**src/logic/sfowc_pkg.sv**
```systemverilog
// Constants for the serial port fault, overrun and wake control block
`default_nettype none
package sfowc_pkg;
   // Register byte offsets
   localparam logic [3:0] OFS_DATA = 4'h0;
   localparam logic [3:0] OFS_CTRL = 4'h4;
   localparam logic [3:0] OFS_CSR  = 4'h8;
   localparam logic [3:0] OFS_AUX  = 4'hC;
   // Control register fields
   localparam int CB_IE   = 7;
   localparam int CB_PE   = 6;
   localparam int CB_PRE  = 5;
   localparam int CB_CS   = 4;
   localparam int CB_CPOL = 3;
   localparam int CB_CPHA = 2;
   localparam int CB_RATE = 0;
   // Control/status register fields
   localparam int SB_DONE = 7;
   localparam int SB_WRITE_COLLIDE_FLAG = 6;
   localparam int SB_OVR  = 5;
   localparam int SB_MODE_FAULT_FLAG = 4;
   localparam int SB_SOD  = 2;
   localparam int SB_SSM  = 1;
   localparam int SB_SSI  = 0;
   localparam int CFG_W   = 3;
   // Reset values
   localparam logic [7:0]       CTRL_RST = 8'h00;
   localparam logic [CFG_W-1:0] CFG_RST  = 3'h0;
   // Timing counts
   localparam logic [3:0] BITS_PER_XFER = 4'h8;
   localparam logic [5:0] MIN_HALF      = 6'h02;
   typedef enum logic {ST_IDLE, ST_XFER} sfowc_state_e;
endpackage
`default_nettype wire

```
**src/logic/sfowc_top.sv**
```systemverilog
// Serial port with fault, overrun, collision, interrupt and halt wake logic
`timescale 1ns/1ns
`default_nettype none
module sfowc_top
   import sfowc_pkg::*;
(
   // Clock and reset
   input  wire logic        clk_sys,
   input  wire logic        sys_rst,
   // Avalon-MM slave
   input  wire logic [3:0]  avs_address,
   input  wire logic        avs_read,
   input  wire logic        avs_write,
   input  wire logic [31:0] avs_writedata,
   input  wire logic [3:0]  avs_byteenable,
   output logic      [31:0] avs_readdata,
   output logic             avs_waitrequest,
   // Serial pins
   input  wire logic        sck_i,
   output logic             sck_o,
   output logic             sck_oe,
   input  wire logic        mosi_i,
   output logic             mosi_o,
   output logic             mosi_oe,
   input  wire logic        miso_i,
   output logic             miso_o,
   output logic             miso_oe,
   input  wire logic        ss_n_i,
   // Power modes and interrupt
   input  wire logic        halt_mode,
   input  wire logic        cpu_irq_mask,
   output logic             irq_req,
   output logic             wake_req
);
   logic [7:0]       ctl_q;
   logic [CFG_W-1:0] cfg_q;
   logic             done_q, write_collide_flag_q, ovr_q, mode_fault_flag_q;
   logic             done_arm_q, write_collide_flag_arm_q, mode_fault_flag_arm_q;
   logic [7:0]       tx_sh_q, rx_sh_q, rx_buf_q, rdata_q;
   logic [3:0]       cnt_q;
   logic [5:0]       div_q;
   logic             sck_q, sck_in_q, rd_ack_q;
   logic             halt_q, wake_arm_q, recov_q;
   sfowc_state_e     st_q;

   logic       ie, pe, cs, cpol, cpha, sod, ss_low, run, fault;
   logic       wr_go, rd_go, wr_data, wr_ctl, wr_csr, rd_data, rd_csr;
   logic       busy, wr_block, t_chg, t_lead, t_trail, tick, c_lead, c_trail;
   logic       lead, trail, samp, shft, act, done_evt, ovr_evt, rx_bit;
   logic [3:0] nsamp;
   logic [5:0] half;
   logic [7:0] rx_byte, csr_val, ctl_w;

   assign ie   = ctl_q[CB_IE];
   assign pe   = ctl_q[CB_PE];
   assign cs   = ctl_q[CB_CS];
   assign cpol = ctl_q[CB_CPOL];
   assign cpha = ctl_q[CB_CPHA];
   assign sod  = cfg_q[SB_SOD];
   assign ss_low = cfg_q[SB_SSM] ? ~cfg_q[SB_SSI] : ~ss_n_i;
   // frozen in halt unless armed target
   assign run = ~halt_mode | (wake_arm_q & ~cs);
   assign fault = run & pe & cs & ss_low;

   // Bus decode; all accesses stall in halt, otherwise reads take one wait cycle, writes none
   assign avs_waitrequest = halt_mode | (avs_read & ~rd_ack_q);
   assign wr_go   = avs_write & ~halt_mode & avs_byteenable[0];
   assign rd_go   = avs_read & rd_ack_q & ~halt_mode;
   assign wr_data = wr_go & (avs_address == OFS_DATA);
   assign wr_ctl  = wr_go & (avs_address == OFS_CTRL);
   assign wr_csr  = wr_go & (avs_address == OFS_CSR);
   assign rd_data = rd_go & (avs_address == OFS_DATA);
   assign rd_csr  = rd_go & (avs_address == OFS_CSR);
   assign avs_readdata = {24'h000000, rdata_q};
   assign csr_val = {done_q, write_collide_flag_q, ovr_q, mode_fault_flag_q, 1'b0, cfg_q};

   // Serial clock edges, target from pin and controller from divider
   assign busy    = (st_q == ST_XFER);
   assign t_chg   = (sck_i != sck_in_q);
   assign t_lead  = t_chg & (sck_in_q == cpol);
   assign t_trail = t_chg & (sck_in_q != cpol);
   assign tick    = busy & (div_q == 6'h00);
   assign c_lead  = tick & (sck_q == cpol);
   assign c_trail = tick & (sck_q != cpol);
   assign act     = run & pe & (cs ? busy : (ss_low & (busy | t_lead)));
   assign lead    = act & (cs ? c_lead : t_lead);
   assign trail   = act & (cs ? c_trail : t_trail);
   assign samp    = cpha ? trail : lead;
   assign shft    = (cpha ? lead : trail) & (cnt_q != 4'h0);
   assign nsamp   = cnt_q + {3'h0, samp};
   assign rx_bit  = cs ? miso_i : mosi_i;
   assign rx_byte = {rx_sh_q[6:0], rx_bit};
   assign done_evt = ~fault & (nsamp == BITS_PER_XFER) & (cs ? c_trail & act : samp);
   // byte ends with done flag still set
   assign ovr_evt = done_evt & done_q;
   // prescale doubles the half period when clear
   assign half = (MIN_HALF << ctl_q[CB_RATE +: 2]) << {5'h00, ~ctl_q[CB_PRE]};
   assign wr_block = done_q & ~done_arm_q;

   // enable and select cannot be set while the fault flag is set and not yet armed by a status read
   always_comb begin
      ctl_w = avs_writedata[7:0];
      if (mode_fault_flag_q & ~mode_fault_flag_arm_q) begin
         ctl_w[CB_PE] = avs_writedata[CB_PE] & pe;
         ctl_w[CB_CS] = avs_writedata[CB_CS] & cs;
      end
   end

   // Read data and one-cycle read acknowledge
   always_ff @(posedge clk_sys) begin
      if (sys_rst) begin
         rd_ack_q <= 1'b0;
         rdata_q  <= 8'h00;
      end else begin
         rd_ack_q <= avs_read & ~rd_ack_q & ~halt_mode;
         if (avs_read & ~rd_ack_q) begin
            unique case (avs_address)
               OFS_DATA: rdata_q <= rx_buf_q;
               OFS_CTRL: rdata_q <= ctl_q;
               OFS_CSR:  rdata_q <= csr_val;
               OFS_AUX:  rdata_q <= {7'h00, recov_q};
               default:  rdata_q <= 8'h00;
            endcase
         end
      end
   end

   // Control register
   always_ff @(posedge clk_sys) begin
      if (sys_rst) begin
         ctl_q <= CTRL_RST;
      end else if (run) begin
         if (wr_ctl) begin
            ctl_q <= ctl_w;
         end
         if (fault) begin
            ctl_q[CB_PE] <= 1'b0;
            ctl_q[CB_CS] <= 1'b0;
         end
      end
   end

   // Software select and output disable configuration bits
   always_ff @(posedge clk_sys) begin
      if (sys_rst) begin
         cfg_q <= CFG_RST;
      end else if (run & wr_csr) begin
         cfg_q <= avs_writedata[CFG_W-1:0];
      end
   end

   // Mode fault flag
   always_ff @(posedge clk_sys) begin
      if (sys_rst) begin
         mode_fault_flag_q     <= 1'b0;
         mode_fault_flag_arm_q <= 1'b0;
      end else if (run) begin
         if (fault) begin
            mode_fault_flag_q <= 1'b1;
         // armed by status read, cleared by control write
         end else if (mode_fault_flag_arm_q & wr_ctl) begin
            mode_fault_flag_q <= 1'b0;
         end
         if (wr_ctl | ~mode_fault_flag_q) begin
            mode_fault_flag_arm_q <= 1'b0;
         end else if (rd_csr) begin
            mode_fault_flag_arm_q <= 1'b1;
         end
      end
   end

   // Transfer done flag
   always_ff @(posedge clk_sys) begin
      if (sys_rst) begin
         done_q     <= 1'b0;
         done_arm_q <= 1'b0;
      end else if (run) begin
         if (done_evt) begin
            done_q <= 1'b1;
         end else if (done_arm_q & (rd_data | wr_data)) begin
            done_q <= 1'b0;
         end
         if (~done_q | done_evt | (done_arm_q & (rd_data | wr_data))) begin
            done_arm_q <= 1'b0;
         end else if (rd_csr | wr_csr) begin
            done_arm_q <= 1'b1;
         end
      end
   end

   // Write collision and overrun flags
   always_ff @(posedge clk_sys) begin
      if (sys_rst) begin
         write_collide_flag_q     <= 1'b0;
         write_collide_flag_arm_q <= 1'b0;
         ovr_q      <= 1'b0;
      end else if (run) begin
         if (wr_data & busy) begin
            write_collide_flag_q <= 1'b1;
         end else if (write_collide_flag_arm_q & rd_data) begin
            write_collide_flag_q <= 1'b0;
         end
         if (~write_collide_flag_q | rd_data) begin
            write_collide_flag_arm_q <= 1'b0;
         end else if (rd_csr) begin
            write_collide_flag_arm_q <= 1'b1;
         end
         // set on overrun, status read clears
         if (ovr_evt) begin
            ovr_q <= 1'b1;
         end else if (rd_csr) begin
            ovr_q <= 1'b0;
         end
      end
   end

   // Receive buffer
   always_ff @(posedge clk_sys) begin
      if (sys_rst) begin
         rx_buf_q <= 8'h00;
      // copy only when no byte is pending
      end else if (run & done_evt & ~done_q) begin
         rx_buf_q <= samp ? rx_byte : rx_sh_q;
      end
   end

   // Shift engine
   always_ff @(posedge clk_sys) begin
      if (sys_rst) begin
         st_q     <= ST_IDLE;
         cnt_q    <= 4'h0;
         div_q    <= 6'h00;
         sck_q    <= 1'b0;
         sck_in_q <= 1'b0;
         tx_sh_q  <= 8'h00;
         rx_sh_q  <= 8'h00;
      end else if (run) begin
         sck_in_q <= sck_i;
         if (samp) begin
            rx_sh_q <= rx_byte;
         end
         if (shft) begin
            tx_sh_q <= {tx_sh_q[6:0], 1'b0};
         end
         if (tick) begin
            div_q <= half - 6'h01;
            sck_q <= ~sck_q;
         end else if (busy) begin
            div_q <= div_q - 6'h01;
         end
         unique case (st_q)
            ST_IDLE: begin
               sck_q <= cpol;
               div_q <= half - 6'h01;
               cnt_q <= 4'h0;
               // accepted writes load only when idle
               if (wr_data & ~wr_block & pe) begin
                  tx_sh_q <= avs_writedata[7:0];
                  if (cs & ~fault) begin
                     st_q <= ST_XFER;
                  end
               end
               if (act & ~cs & t_lead) begin
                  st_q  <= ST_XFER;
                  cnt_q <= nsamp;
               end
            end
            ST_XFER: begin
               cnt_q <= nsamp;
               if (done_evt | fault | ~pe | (~cs & ~ss_low)) begin
                  st_q <= ST_IDLE;
               end
            end
         endcase
      end
   end

   // Halt entry capture and wake recovery
   always_ff @(posedge clk_sys) begin
      if (sys_rst) begin
         halt_q     <= 1'b0;
         wake_arm_q <= 1'b0;
         recov_q    <= 1'b0;
      end else begin
         halt_q <= halt_mode;
         // arm only if selected target at entry
         if (halt_mode & ~halt_q) begin
            wake_arm_q <= pe & ~cs & ss_low;
         end else if (~halt_mode) begin
            wake_arm_q <= 1'b0;
         end
         // recovery ends on leaving target or next byte
         if (~halt_mode & halt_q & wake_arm_q) begin
            recov_q <= 1'b1;
         end else if (cs | ~pe | done_evt) begin
            recov_q <= 1'b0;
         end
      end
   end

   // Pins driven only while the port is enabled
   assign sck_o   = sck_q;
   assign sck_oe  = pe & cs;
   assign mosi_o  = tx_sh_q[7];
   assign mosi_oe = pe & cs & ~sod;
   assign miso_o  = tx_sh_q[7];
   assign miso_oe = pe & ~cs & ~sod & ss_low;

   assign irq_req  = ie & ~cpu_irq_mask & (done_q | mode_fault_flag_q | ovr_q);
   assign wake_req = halt_mode ? (wake_arm_q & ie & ~cpu_irq_mask & done_q) : irq_req;

   chk_fault_drop: assert property (
      @(posedge clk_sys) disable iff (sys_rst)
      fault |=> !ctl_q[CB_PE] && !ctl_q[CB_CS] && mode_fault_flag_q)
      else $error("fault left port enabled");
   chk_target_nofault: assert property (
      @(posedge clk_sys) disable iff (sys_rst)
      !cs && !mode_fault_flag_q |=> !mode_fault_flag_q)
      else $error("target set fault flag");
   chk_enable_locked: assert property (
      @(posedge clk_sys) disable iff (sys_rst)
      mode_fault_flag_q && !mode_fault_flag_arm_q && !pe && wr_ctl && avs_writedata[CB_PE] |=> !ctl_q[CB_PE])
      else $error("enable set during fault");
   chk_fault_clear: assert property (
      @(posedge clk_sys) disable iff (sys_rst)
      mode_fault_flag_arm_q && wr_ctl && !fault |=> !mode_fault_flag_q)
      else $error("fault flag not cleared");
   chk_buffer_kept: assert property (
      @(posedge clk_sys) disable iff (sys_rst)
      ovr_evt |=> ovr_q && $stable(rx_buf_q))
      else $error("overrun replaced buffer");
   chk_write_collide: assert property (
      @(posedge clk_sys) disable iff (sys_rst)
      wr_data && busy && run |=> write_collide_flag_q && ($stable(tx_sh_q) || $past(shft)))
      else $error("collision not flagged");
   chk_irq_gate: assert property (
      @(posedge clk_sys) disable iff (sys_rst)
      irq_req |-> ie && !cpu_irq_mask && (done_q || mode_fault_flag_q || ovr_q))
      else $error("request without cause");
   chk_halt_frozen: assert property (
      @(posedge clk_sys) disable iff (sys_rst)
      halt_mode && !run ##1 halt_mode |-> $stable(ctl_q) && $stable(csr_val))
      else $error("registers changed in halt");
   chk_done_set: assert property (
      @(posedge clk_sys) disable iff (sys_rst)
      done_evt |=> done_q ##1 done_q)
      else $error("done flag not held");

endmodule // sfowc_top
`default_nettype wire

```
**config.mk**
```make
export PLATFORM = sky130hd
export DESIGN_NAME = sfowc_top
export DESIGN_NICKNAME = d
export VERILOG_FILES = /design/src/logic/sfowc_pkg.sv /design/src/logic/sfowc_top.sv
export SDC_FILE = /design/constraint.sdc
export NUM_CORES = 1
export LEC_CHECK = 0
export BUFFER_PORTS_ARGS = -buffer_cell sky130_fd_sc_hd__buf_2
export CAP_MARGIN = 5
export CORE_MARGIN = 10
export CORE_UTILIZATION = 48
export DETAILED_ROUTE_END_ITERATION = 8
export GPL_ROUTABILITY_DRIVEN = 0
export PLACE_DENSITY = 0.84
export REMOVE_ABC_BUFFERS = 1
export SLEW_MARGIN = 0
export SYNTH_ARGS = -nofsm -noshare
export SYNTH_HDL_FRONTEND = slang
export SYNTH_SLANG_ARGS = --single-unit
```
**constraint.sdc**
```tcl
create_clock -name clk_sys -period 3.9 [get_ports clk_sys]
set_input_delay 0 -clock clk_sys [delete_from_list [all_inputs] [get_ports clk_sys]]
set_output_delay 0 -clock clk_sys [all_outputs]
set_load 0.03 [all_outputs]
```
== Yosys cells after proc, flatten, opt, wreduce, memory -nomap -nowiden ==
Index checks and enable logic that the tools add are counted.
Widths: inputs -> output; s select.
Cells by class
  add/subtract/negate cells: 3
  bitwise logic cells: 96
  reduce and logical (&&, ||, !) cells: 22
  multiplexer cells: 47
  shifts and indexed selects: 2
  equality and inequality tests: 11
Operators by type and width (count)
  $and 1x1->1: 60
  $mux 1: 36
  $mux 8: 4
  $pmux 8 s4: 1
  $not 1->1: 20
  $reduce_and 2->1: 10
  $reduce_bool 2->1: 9
  $or 1x1->1: 16
  $eq 4x4->1 const B: 3
  $mux 6: 2
  $sub 6x1->6 const B: 2
  $pmux 4 s2: 1
  $mux 7: 1
  $logic_not 6->1: 1
  $shl 2x2->6 const A: 1
  $shl 6x1->6: 1
  $add 4x1->4: 1
  $eq 4x3->1 const B: 1
  $logic_not 4->1: 1
  $mux 4: 1
  $ne 2x1->1 const B: 2
  $reduce_bool 4->1: 1
  $ne 1x1->1: 3
  $eq 1x1->1: 2
  $pmux 1 s2: 1
Word-level totals
  register bits: 67
  output and inout port bits: 41
  input port bits: 50

== Logic depth before layout (Yosys ltp) ==
Gate-level depths: netlist of run 1.
  word-level depth: 17
  gate-level depth with buffers: 15
  gate-level depth less buffers: 14

== Worst setup path before layout of run 1 ==
Ideal clock, no wire load.
  path type: register to register
  start point: register div_q[0]
  end point: register rx_buf_q[5]
  setup time: 0.080 ns
  cell stages (with the launch flop): 15
  slack: -0.053 ns
  path buffers: 1
  arrival: 3.874 ns
  period minus slack after synthesis: 3.953 ns
  cells stage by stage: dfxtp_1 inv_1 ha_1 or4b_4 nor4b_4 a21oi_2 a211oi_4 ha_1 ha_1 or4_1 nor4_1 o211a_1 buf_2 nor2_1 a211oi_2
On the way
  cells in the longest elaborated chain, start to end: 12
Ends and longest elaborated chain
  from (decl): RTL line sfowc_top.sv:41  | logic [5:0] div_q;
  from (signal assigned): RTL line sfowc_top.sv:246  | div_q <= half - 6'h01;
  from (signal assigned): RTL line sfowc_top.sv:249  | div_q <= div_q - 6'h01;
  from (signal assigned): RTL line sfowc_top.sv:254  | div_q <= half - 6'h01;
  $logic_not 6->1 (*): RTL line sfowc_top.sv:82  | assign tick = busy & (div_q == 6'h00);
  $and 1x1->1 (*): RTL line sfowc_top.sv:82
  $and 1x1->1, on equally long branches: RTL line sfowc_top.sv:83, sfowc_top.sv:84
  $mux 1, on equally long branches: RTL line sfowc_top.sv:86, sfowc_top.sv:87
  $and 1x1->1, on equally long branches: RTL line sfowc_top.sv:86, sfowc_top.sv:87
  $mux 1: RTL line sfowc_top.sv:88  | assign samp = cpha ? trail : lead;
  $add 4x1->4: RTL line sfowc_top.sv:90  | assign nsamp = cnt_q + {3'h0, samp};
  $eq 4x4->1: RTL line sfowc_top.sv:93  | assign done_evt = ~fault & (nsamp == BITS_PER_XFER) & (cs ? c_trail & act : samp);
  $and 1x1->1 (2 in a row): RTL line sfowc_top.sv:93
  $and 1x1->1 (2 in a row): RTL line sfowc_top.sv:222  | end else if (run & done_evt & ~done_q) begin
  to (signal assigned): RTL line sfowc_top.sv:223  | rx_buf_q <= samp ? rx_byte : rx_sh_q;
  to (decl): RTL line sfowc_top.sv:39  | logic [7:0] tx_sh_q, rx_sh_q, rx_buf_q, rdata_q;
Mark *: on every way between the ends. The rest lies on a longest branch, timed or not.
A chain may end at the register's enable or synchronous reset.

== Worst setup path in the final report of run 1 ==
  start point: register div_q[1]
  end point: register rx_buf_q[7]
Same word-level chain as after synthesis.

==> metrics.yaml, run 1 <==
grt:
  grt.overflow.total: 0
  antenna_found_initial: 0
  grt_pass1_wl_um: 14990
  grt_pass1_vias: 3177
  grt_max_degree: 43
  grt_use_total: 0.1592
clock_network:
  cts_root_buffer: "clkbuf_8"
  clock_latency_ns: 0.34
  clkTransAtPathRegs_ns: 0.07
  clock-sinks: 67
  cts_tree: "done"
  clock_path_buffers: 2
  cts_buffers: 9
  htree_levels: 3
critical_path:
  cp.required_ns: 4.09
  cp-start-kind: "flip-flop"
  crit_path_end_kind: "flip-flop"
  crit_type: "reg2reg"
  worst-path-max-fanout: 13
  crit_arrival_ns: 3.89
placement:
  dp_slack_ns: 0.06717
  hpwl_um: 6631
  portBuffers: 39
  dp_cells: 557
synth:
  synth_area_leader_cell: "dfxtp_1"
  syn_inst: 432
  yosys.area.top_type_share: 0.3716
  yosysUniqueCellTypes: 58
  syn_area_per_cell_um2: 8.356
  seq_area_frac_synth: 0.3716
  async_flop_share: 0
  synth_edf_count: 0
  ys.flop_type: "dfxtp_1"
  ys_ff_latch: 67
  ys_top_cells_by_area: "dfxtp_1 (37%), nor2_1 (7.1%), mux2i_1 (6.7%)"
  ys_warn_count: 0
  netlist_area_mm2: 0.003610
drt:
  ant_nets: 0
  viasPerCell: 5.573
  routed_wl_um: 9113
  wl_per_cell_um: 15.63
  drc: 0
  dr_total_vias: 3249
  dr.first_iter.drc_count: 221
  drtPass1Iterations: 4
timing:
  finalMaxSlewViolations: 0
  fmax_ghz: 0.2698
  tns_ns: 0
  hold_slack_ns: 0.09149
  finalCriticalPeriod_ns: 3.706
  slew_headroom: 0.3106
  timing.final.ws_setup_ns: 0.1941
  worst_slew_pin_slew_ns: 1.023
  hold_violations: 0
  setup_viol: 0
  timing.final.crit_share: 0.9502
  finClkSkew_ns: 0.01026
final_layout:
  nNetsFinal: 537
  syn_to_final_growth_pct: 15.01
  diodes: 0
  drive_gt1_frac: 0.1880
  layout_common_cells: "nor2_1 (68), dfxtp_1 (67), buf_2 (39), nand2_1 (36)"
  layout_commonest_cell: "nor2_1"
  nFillCells: 633
  layout.cells.non_filler: 583
floorplan:
  die-area_mm2: 0.01139
  std_cell_rows: 31
  die_w_um: 106.7
  initial_core_util: 0.4950
  coreArea_mm2: 0.007292
  ioPinCount: 91
  die_height_um: 106.7
power:
  p_leak_nw: 1.705
  power_density_mw_per_mm2: 313.1
  ir_drop_uv: 123.9
run:
  maxCapViolations: 0
outcome:
  status: "finished, final reports clean"
hold_path:
  min_path_type: "in2reg"
-- per-stage QoR --
step	power (W)	instance area [um^2]	util
after floorplan	0.0007806	3415	-
after global placement	0.0008233	3844	0.5271
after detailed placement	0.0008261	3844	0.5271
after CTS	0.001302	4093	0.5613
after global routing	0.001350	4151	0.5693
final	0.001300	4151	0.5693
-- worst max-delay path: stages, from the launching register on --
cell,delay (ns)
dfxtp_1,0.33
inv_1,0.08
ha_1,0.14
or4b_4,0.53
nor4b_4,0.34
a21oi_2,0.10
a211oi_4,0.28
ha_2,0.23
ha_1,0.24
or4_4,0.56
nor4_4,0.17
o211a_1,0.23
buf_12,0.14
buf_4,0.13
a211oi_2,0.06
-- layer usage --
| metal | global-route usage | part of all wire |
|---|---|---|
| met1 | 0.1881 | 0.41 |
| met2 | 0.2555 | 0.47 |
| met3 | 0.05090 | 0.090 |
| met4 | 0.07834 | 0.023 |
| met5 | 0 | 0 |
-- cell usage after synthesis, types with 7 or more instances --
library cell and count:
nand2b_1 10, nor2b_1 8, nand3_1 9, a211oi_2 7, a21oi_1 20, inv_1 12, mux2i_1 24, o21ai_0 21
nor2_1 68, clkbuf_1 21, nor3_1 11, buf_4 25, a22oi_1 9, nand2_1 36, o31ai_1 7, nor3b_1 8
dfxtp_1 67
-- registers in the layout (all words and copies together), names as in the netlist --
| signal | cells |
|---|---|
| ctl_q | 8 |
| rdata_q | 8 |
| rx_buf_q | 8 |
| rx_sh_q | 8 |
| tx_sh_q | 8 |
| div_q | 6 |
| cnt_q | 4 |
| cfg_q | 3 |
| busy | 1 |
| done_arm_q | 1 |
| done_q | 1 |
| halt_q | 1 |
| mode_fault_flag_arm_q | 1 |
| mode_fault_flag_q | 1 |
| ovr_q | 1 |
| rd_ack_q | 1 |
| recov_q | 1 |
| sck_in_q | 1 |
| sck_o | 1 |
| wake_arm_q | 1 |
| write_collide_flag_arm_q | 1 |
| write_collide_flag_q | 1 |
-- worst paths after layout --
check / start / to / slack [ns] / depth (start not counted)
setup / recovery: div_q[1] / rx_buf_q[7] / 0.19 / 14
hold / removal: avs_address[0] / write_collide_flag_q / 0.09 / 5
hold reg to reg: div_q[1] / div_q[1] / 0.49 / 2
setup reg to reg: div_q[1] / rx_buf_q[7] / 0.19 / 14
-- area by class of cell --
type / instances / area (um^2) / share of cell area
clock buffers: 13 / 148.9 / 0.03587
inverters: 12 / 45.04 / 0.01085
multi-input cells: 327 / 2064 / 0.4973
flip-flops and latches: 67 / 1341 / 0.3231
well taps: 99 / 123.9 / 0.02984
repair buffers: 65 / 427.9 / 0.1031
-- where the power goes --
part	leakage [nW]	internal, W	total, W	switching [W]
Sequential	0.541	0.000688	0.000693	0.00000415
Clock	0.0754	0.000239	0.000478	0.000239
Combinational	1.09	0.0000382	0.000129	0.0000912
Total	1.70	0.000965	0.00130	0.000334
-- timing repair --
action	in CTS	in global routing
endpoints found under the hold margin	21	0
hold buffers	10	0
resized for setup	0	7
endpoints found under the setup margin	0	13
buffers inserted	0	3
-- logic make-up after synthesis --
| family | share of synthesized area |
|---|---|
| DFF | 0.3716 |
| adders and majority gates | 0.01733 |
| and+or+nand+nor | 0.2350 |
| xor gates and xnor gates | 0.007280 |
| muxes | 0.07903 |
| buffers and inverters | 0.09047 |
| other | 0.001039 |
| AOI/OAI and AO/OA | 0.1983 |
No activity file was read; power rests on OpenSTA's default activity.
==> inputs of run 2 (changes only) <==
--- a/config.mk
+++ b/config.mk
@@ -11,7 +11,7 @@
 export CORE_UTILIZATION = 48
 export DETAILED_ROUTE_END_ITERATION = 8
 export GPL_ROUTABILITY_DRIVEN = 0
-export PLACE_DENSITY = 0.84
+export PLACE_DENSITY = 0.81
 export REMOVE_ABC_BUFFERS = 1
 export SLEW_MARGIN = 0
 export SYNTH_ARGS = -nofsm -noshare
==> metrics.yaml, run 2 (synthesis results as in run 1) <==
critical_path:
  cp-start-kind: "flip-flop"
  crit_arrival_ns: 3.98  # +0.09 ns
  worst-path-max-fanout: 15  # +2
  crit_type: "reg2reg"
  critPathTopFamily: "simple AND/OR/NAND/NOR gates"
  path_cells: "inv_1 -> ha_1 -> or4b_4 -> nor4_4 -> buf_4 -> nor3_1 -> a211oi_4 -> ha_1 -> ha_1 -> or4_1 -> nor4_2 -> o211a_1 -> buf_12 -> nor2_1 -> a211oi_2"
  cp.required_ns: 4.17  # +0.08 ns
  crit_path_frequent_cell: "ha_1"
  critPathMaxStageDelay_ns: 0.55  # about the same
  cp.buffers_inverters: 3  # unchanged
  cp_slowest_cell: "or4_1"
  crit_path_end_kind: "flip-flop"
  rrSetupSlack_ns: 0.19  # about the same
grt:
  use_met1: 0.1928  # +0.004703
  antenna_found_initial: 0  # unchanged
  grt_pass1_vias: 3108  # -2.2%
  grt.overflow.total: 0  # unchanged
  grt_use_total: 0.1575  # -0.001700
  grt_max_degree: 42  # -2.3%
  grt.busiest_layer: "met2"
  grt_pass1_wl_um: 14700  # -2.0%
  grtUsageMet3: 0.05030  # -0.0005988
  grtUsageMet2: 0.2524  # -0.003073
hold_path:
  min_path_type: "in2reg"
drt:
  ant_nets: 0  # unchanged
  dr.first_iter.drc_count: 229  # +3.6%
  drc: 0  # unchanged
  wl_per_cell_um: 15.35  # -1.8%
  routed_wl_um: 8950  # -1.8%
  dr_total_vias: 3270  # +0.65%
  drtPass1Iterations: 5  # +1
  viasPerCell: 5.609  # +0.65%
placement:
  hpwl_um: 6566  # -0.97%
  portBuffers: 39  # unchanged
timing:
  hold_violations: 0  # unchanged
  tns_ns: 0  # unchanged
  worst_slew_pin_slew_ns: 1.061  # +0.03728 ns
  finalMaxSlewViolations: 0  # unchanged
  timing.final.crit_share: 0.9519  # +0.001690
  finClkSkew_ns: 0.007884  # -0.002375 ns
  setup_viol: 0  # unchanged
  fmax_ghz: 0.2694  # -0.18%
  finalCriticalPeriod_ns: 3.713  # +0.006590 ns
  slew_headroom: 0.2855  # -0.02512
run:
  maxCapViolations: 0  # unchanged
floorplan:
  initial_core_util: 0.4950  # unchanged
  die_height_um: 106.7  # unchanged
  ioPinCount: 91  # unchanged
  coreArea_mm2: 0.007292  # unchanged
  die-area_mm2: 0.01139  # unchanged
  die_w_um: 106.7  # unchanged
  std_cell_rows: 31  # unchanged
clock_network:
  cts_tree: "done"
  clock-sinks: 67  # unchanged
  cts_root_buffer: "clkbuf_8"
  post-cts-setup-buffer-count: 0  # unchanged
  htree_levels: 3  # unchanged
  clock_latency_ns: 0.35  # about the same
  clock_path_buffers: 2  # unchanged
  clkTransAtPathRegs_ns: 0.07  # about the same
  cts_buffers: 9  # unchanged
final_layout:
  drive_gt1_frac: 0.1880  # unchanged
  syn_to_final_growth_pct: 15.01  # unchanged
  nNetsFinal: 535  # -0.37%
  diodes: 0  # unchanged
  layout_common_cells: "nor2_1 (68), dfxtp_1 (67), buf_2 (39), nand2_1 (36)"
  layout_commonest_cell: "nor2_1"
power:
  ir_drop_uv: 159.0  # +28%
  p_leak_nw: 1.713  # +0.46%
  fin_total_pwr_w: 0.001351  # +3.9%
  power_density_mw_per_mm2: 325.4  # +3.9%
outcome:
  status: "finished, final reports clean"
[run 2: layer usage]
layer  vias up  wire length, um
met3        13              693
met1      1570             3970
met2       107             4153
li1       1580                -
met5         -                0
met4         0              132
[run 2: through the flow]
step | instance area [um^2] | worst slack [ns] | cells | utilization | hold slack [ns]
global route | 4151 | -0.04159 | 583 | 0.5693 | 0.06478
CTS | 4130 | 0.04287 | 583 | 0.5664 | 0.04709
finish | 4151 | 0.1875 | 583 | 0.5693 | 0.05052
detailed placement | 3851 | 0.06042 | 558 | 0.5281 | 0.2258
floorplan | 3415 | -0.05240 | 406 | - | 0.06465
global placement | 3851 | 0.1453 | 558 | 0.5281 | 0.2329
[run 2: area by class of cell]
class | instances | area [um^2]
fill | 650 | 3141
tap | 99 | 123.9
timing repair buffer | 63 | 412.9
clock buffer | 13 | 168.9
clock inverter | 2 | 10.01
inverter | 12 | 45.04
sequential | 67 | 1341
multi-input combinational | 327 | 2049
[run 2: timing repair]
item,4_1_cts,5_1_grt
endpoints found under the hold margin,21,0
hold buffers,10,0
endpoints found under the setup margin,0,13
gates resized for setup,0,4
[run 2: report_power, final]
| group | switching [W] | internal, W |
|---|---|---|
| sequential | 0.00000390 | 0.000688 |
| combinational | 0.0000915 | 0.0000388 |
| clock | 0.000251 | 0.000277 |
| total | 0.000346 | 0.00100 |
[run 2: worst paths after layout]
check | from | to | depth (start not counted)
max | div_q[0] | rx_buf_q[3] | 15
min | sys_rst | ctl_q[2] | 2
max reg2reg | div_q[0] | rx_buf_q[3] | 15
min reg2reg | rx_buf_q[0] | rx_buf_q[0] | 2
==> inputs of run 3 (changes only) <==
--- a/config.mk
+++ b/config.mk
@@ -9,10 +9,12 @@
 export CAP_MARGIN = 5
 export CORE_MARGIN = 10
 export CORE_UTILIZATION = 48
+export CTS_BUF_LIST = sky130_fd_sc_hd__clkbuf_8 sky130_fd_sc_hd__clkbuf_16
 export DETAILED_ROUTE_END_ITERATION = 8
 export GPL_ROUTABILITY_DRIVEN = 0
 export PLACE_DENSITY = 0.81
 export REMOVE_ABC_BUFFERS = 1
+export SETUP_SLACK_MARGIN = 0.3
 export SLEW_MARGIN = 0
 export SYNTH_ARGS = -nofsm -noshare
 export SYNTH_HDL_FRONTEND = slang
==> metrics.yaml, run 3 (synthesis results as in run 1) <==
critical_path:
  r2r_end: "div_q[2]"
  worst-path-max-fanout: 3  # -12
  critPathTopFamily: "buffers and inverters"
  crit_path_frequent_cell: "buf_6"
  crit_arrival_ns: 3.91  # -0.07 ns
  cp_slowest_cell: "dfxtp_2"
  timing.critical_path.depth: 30  # +15
  cp.required_ns: 4.11  # -0.06 ns
  r2r_start: "div_q[1]"
  crit_start: "div_q[1]"
  r2r_cells: 30  # +15
  crit_path_end_kind: "flip-flop"
  cp.buffers_inverters: 25  # +22
  critPathMaxStageDelay_ns: 0.34  # -0.21 ns
  crit_type: "reg2reg"
  endpoint: "div_q[2]"
  rrSetupSlack_ns: 0.20  # +0.02 ns
  cp-start-kind: "flip-flop"
final_layout:
  final_area_mm2: 0.004609  # +11%
  drive_gt1_frac: 0.2733  # +0.08524
  nNetsFinal: 567  # +6.0%
  ff_latch_area_mm2: 0.001344  # +0.19%
  syn_to_final_growth_pct: 27.69
  nFillCells: 571  # -12%
  multi_input_area_mm2: 0.002163  # +5.6%
  layout_commonest_cell: "nor2_1"
  diodes: 0  # unchanged
  layout_common_cells: "nor2_1 (67), dfxtp_1 (65), buf_2 (39), nand2_1 (35), buf_6 (25)"
clock_network:
  clkTransAtPathRegs_ns: 0.07  # about the same
  cts_root_buffer: "clkbuf_8"
  htree_levels: 3  # unchanged
  clock_latency_ns: 0.35  # about the same
  clock-sinks: 67  # unchanged
  clock_path_buffers: 2  # unchanged
  cts_buffers: 9  # unchanged
  cts_tree: "done"
placement:
  placed_area_mm2: 0.003851  # unchanged
  hpwl_um: 6566  # unchanged
  portBuffers: 39  # unchanged
floorplan:
  initial_core_util: 0.4950  # unchanged
  ioPinCount: 91  # unchanged
  std_cell_rows: 31  # unchanged
  coreArea_mm2: 0.007292  # unchanged
  die_height_um: 106.7  # unchanged
  die_w_um: 106.7  # unchanged
  die-area_mm2: 0.01139  # unchanged
timing:
  finalMaxSlewViolations: 0  # unchanged
  finClkSkew_ns: 0.007677  # -0.0002077 ns
  setup_viol: 0  # unchanged
  hold_violations: 0  # unchanged
  tns_ns: 0  # unchanged
  fmax_ghz: 0.2705  # +0.44%
  worst_slew_pin_slew_ns: 1.140  # +0.07928 ns
  rsz0062_at_grt: "true"
  finalCriticalPeriod_ns: 3.696  # -0.01612 ns
  slew_headroom: 0.2321  # -0.05341
  timing.final.crit_share: 0.9478  # -0.004133
power:
  p_sw_frac: 0.2610  # +0.004687
  power.switching_w: 0.0003654  # +5.5%
  ir_drop_uv: 158.7  # -0.22%
  power.clock.fraction: 0.376  # -0.015
  p_leak_nw: 1.902  # +11%
  power.share.sequential: 0.495  # -0.018
  power_density_mw_per_mm2: 303.7  # -6.7%
  comb_power_share: 0.128  # +0.032
  cellInternalPower_w: 0.001034  # +3.0%
run:
  maxCapViolations: 0  # unchanged
drt:
  dr.first_iter.drc_count: 226  # -1.3%
  wl_per_cell_um: 16.62  # +8.2%
  drtPass1Iterations: 5  # unchanged
  routed_wl_um: 10220  # +14%
  dr_total_vias: 3522  # +7.7%
  viasPerCell: 5.727  # +2.1%
  drc: 0  # unchanged
  ant_nets: 0  # unchanged
hold_path:
  whs_path_depth: 2  # unchanged
  min_path_type: "in2reg"
grt:
  grt_max_degree: 42  # unchanged
  grt_pass1_wl_um: 15700  # +6.9%
  grt.overflow.total: 0  # unchanged
  grt_pass1_vias: 3315  # +6.7%
  grt_use_total: 0.1692  # +0.01163
  antenna_found_initial: 0  # unchanged
outcome:
  status: "finished, final reports clean"
-- run 3: cell type report --
| class | count | share of cell area |
|---|---|---|
| Timing Repair Buffer | 95 | 0.1637 |
| Clock inverter | 3 | 0.002986 |
| Inverter | 12 | 0.009772 |
| Tap cell | 99 | 0.02687 |
| Multi-Input combinational cell | 327 | 0.4693 |
| Clock buffer | 12 | 0.03583 |
| Sequential cell | 67 | 0.2915 |
-- run 3: per-stage QoR --
stage	utilization	setup WS (ns)	power [W]	hold slack, ns	cells
after global routing	0.6321	0.05154	0.001452	0.06176	615
after floorplan	-	-0.05240	0.0007806	0.06465	406
after detailed placement	0.5281	0.06042	0.0008271	0.2258	558
after global placement	0.5281	0.1453	0.0008245	0.2329	558
final	0.6321	0.2036	0.001400	0.05555	615
after CTS	0.6040	0.1753	0.001374	0.04756	609
-- run 3: power by group through the flow --
stage               Clock, W  Combinational, W  Sequential (W)
global route        0.000566          0.000192        0.000693
global placement           0          0.000117        0.000707
CTS                 0.000532          0.000149        0.000693
floorplan                  0         0.0000735        0.000707
finish              0.000527          0.000180        0.000693
detailed placement         0          0.000120        0.000708
-- run 3: how the worst min path moves through the flow --
stage                     start          end  slack (ns)
2_1_floorplan           sys_rst  rx_buf_q[1]        0.06
3_3_place_gp   avs_writedata[3]   tx_sh_q[3]        0.23
3_5_place_dp   avs_writedata[3]   tx_sh_q[3]        0.23
4_1_cts                 sys_rst     ctl_q[2]        0.05
5_1_grt                 sys_rst     ctl_q[2]        0.06
6_report                sys_rst     ctl_q[2]        0.06
-- run 3: routing by layer --
metal,up-vias,GRT usage,share of wire
met5,-,0,0
met4,0,0.07447,0.025
met3,27,0.05210,0.082
met2,160,0.2761,0.48
met1,1695,0.2004,0.41
li1,1640,-,-
-- run 3: what timing repair did --
action,4_1_cts,5_1_grt
pin swaps,13,14
setup endpoints to repair,13,15
hold buffers,10,0
hold endpoints to repair,21,0
resized for setup,19,39
setup buffers,26,6
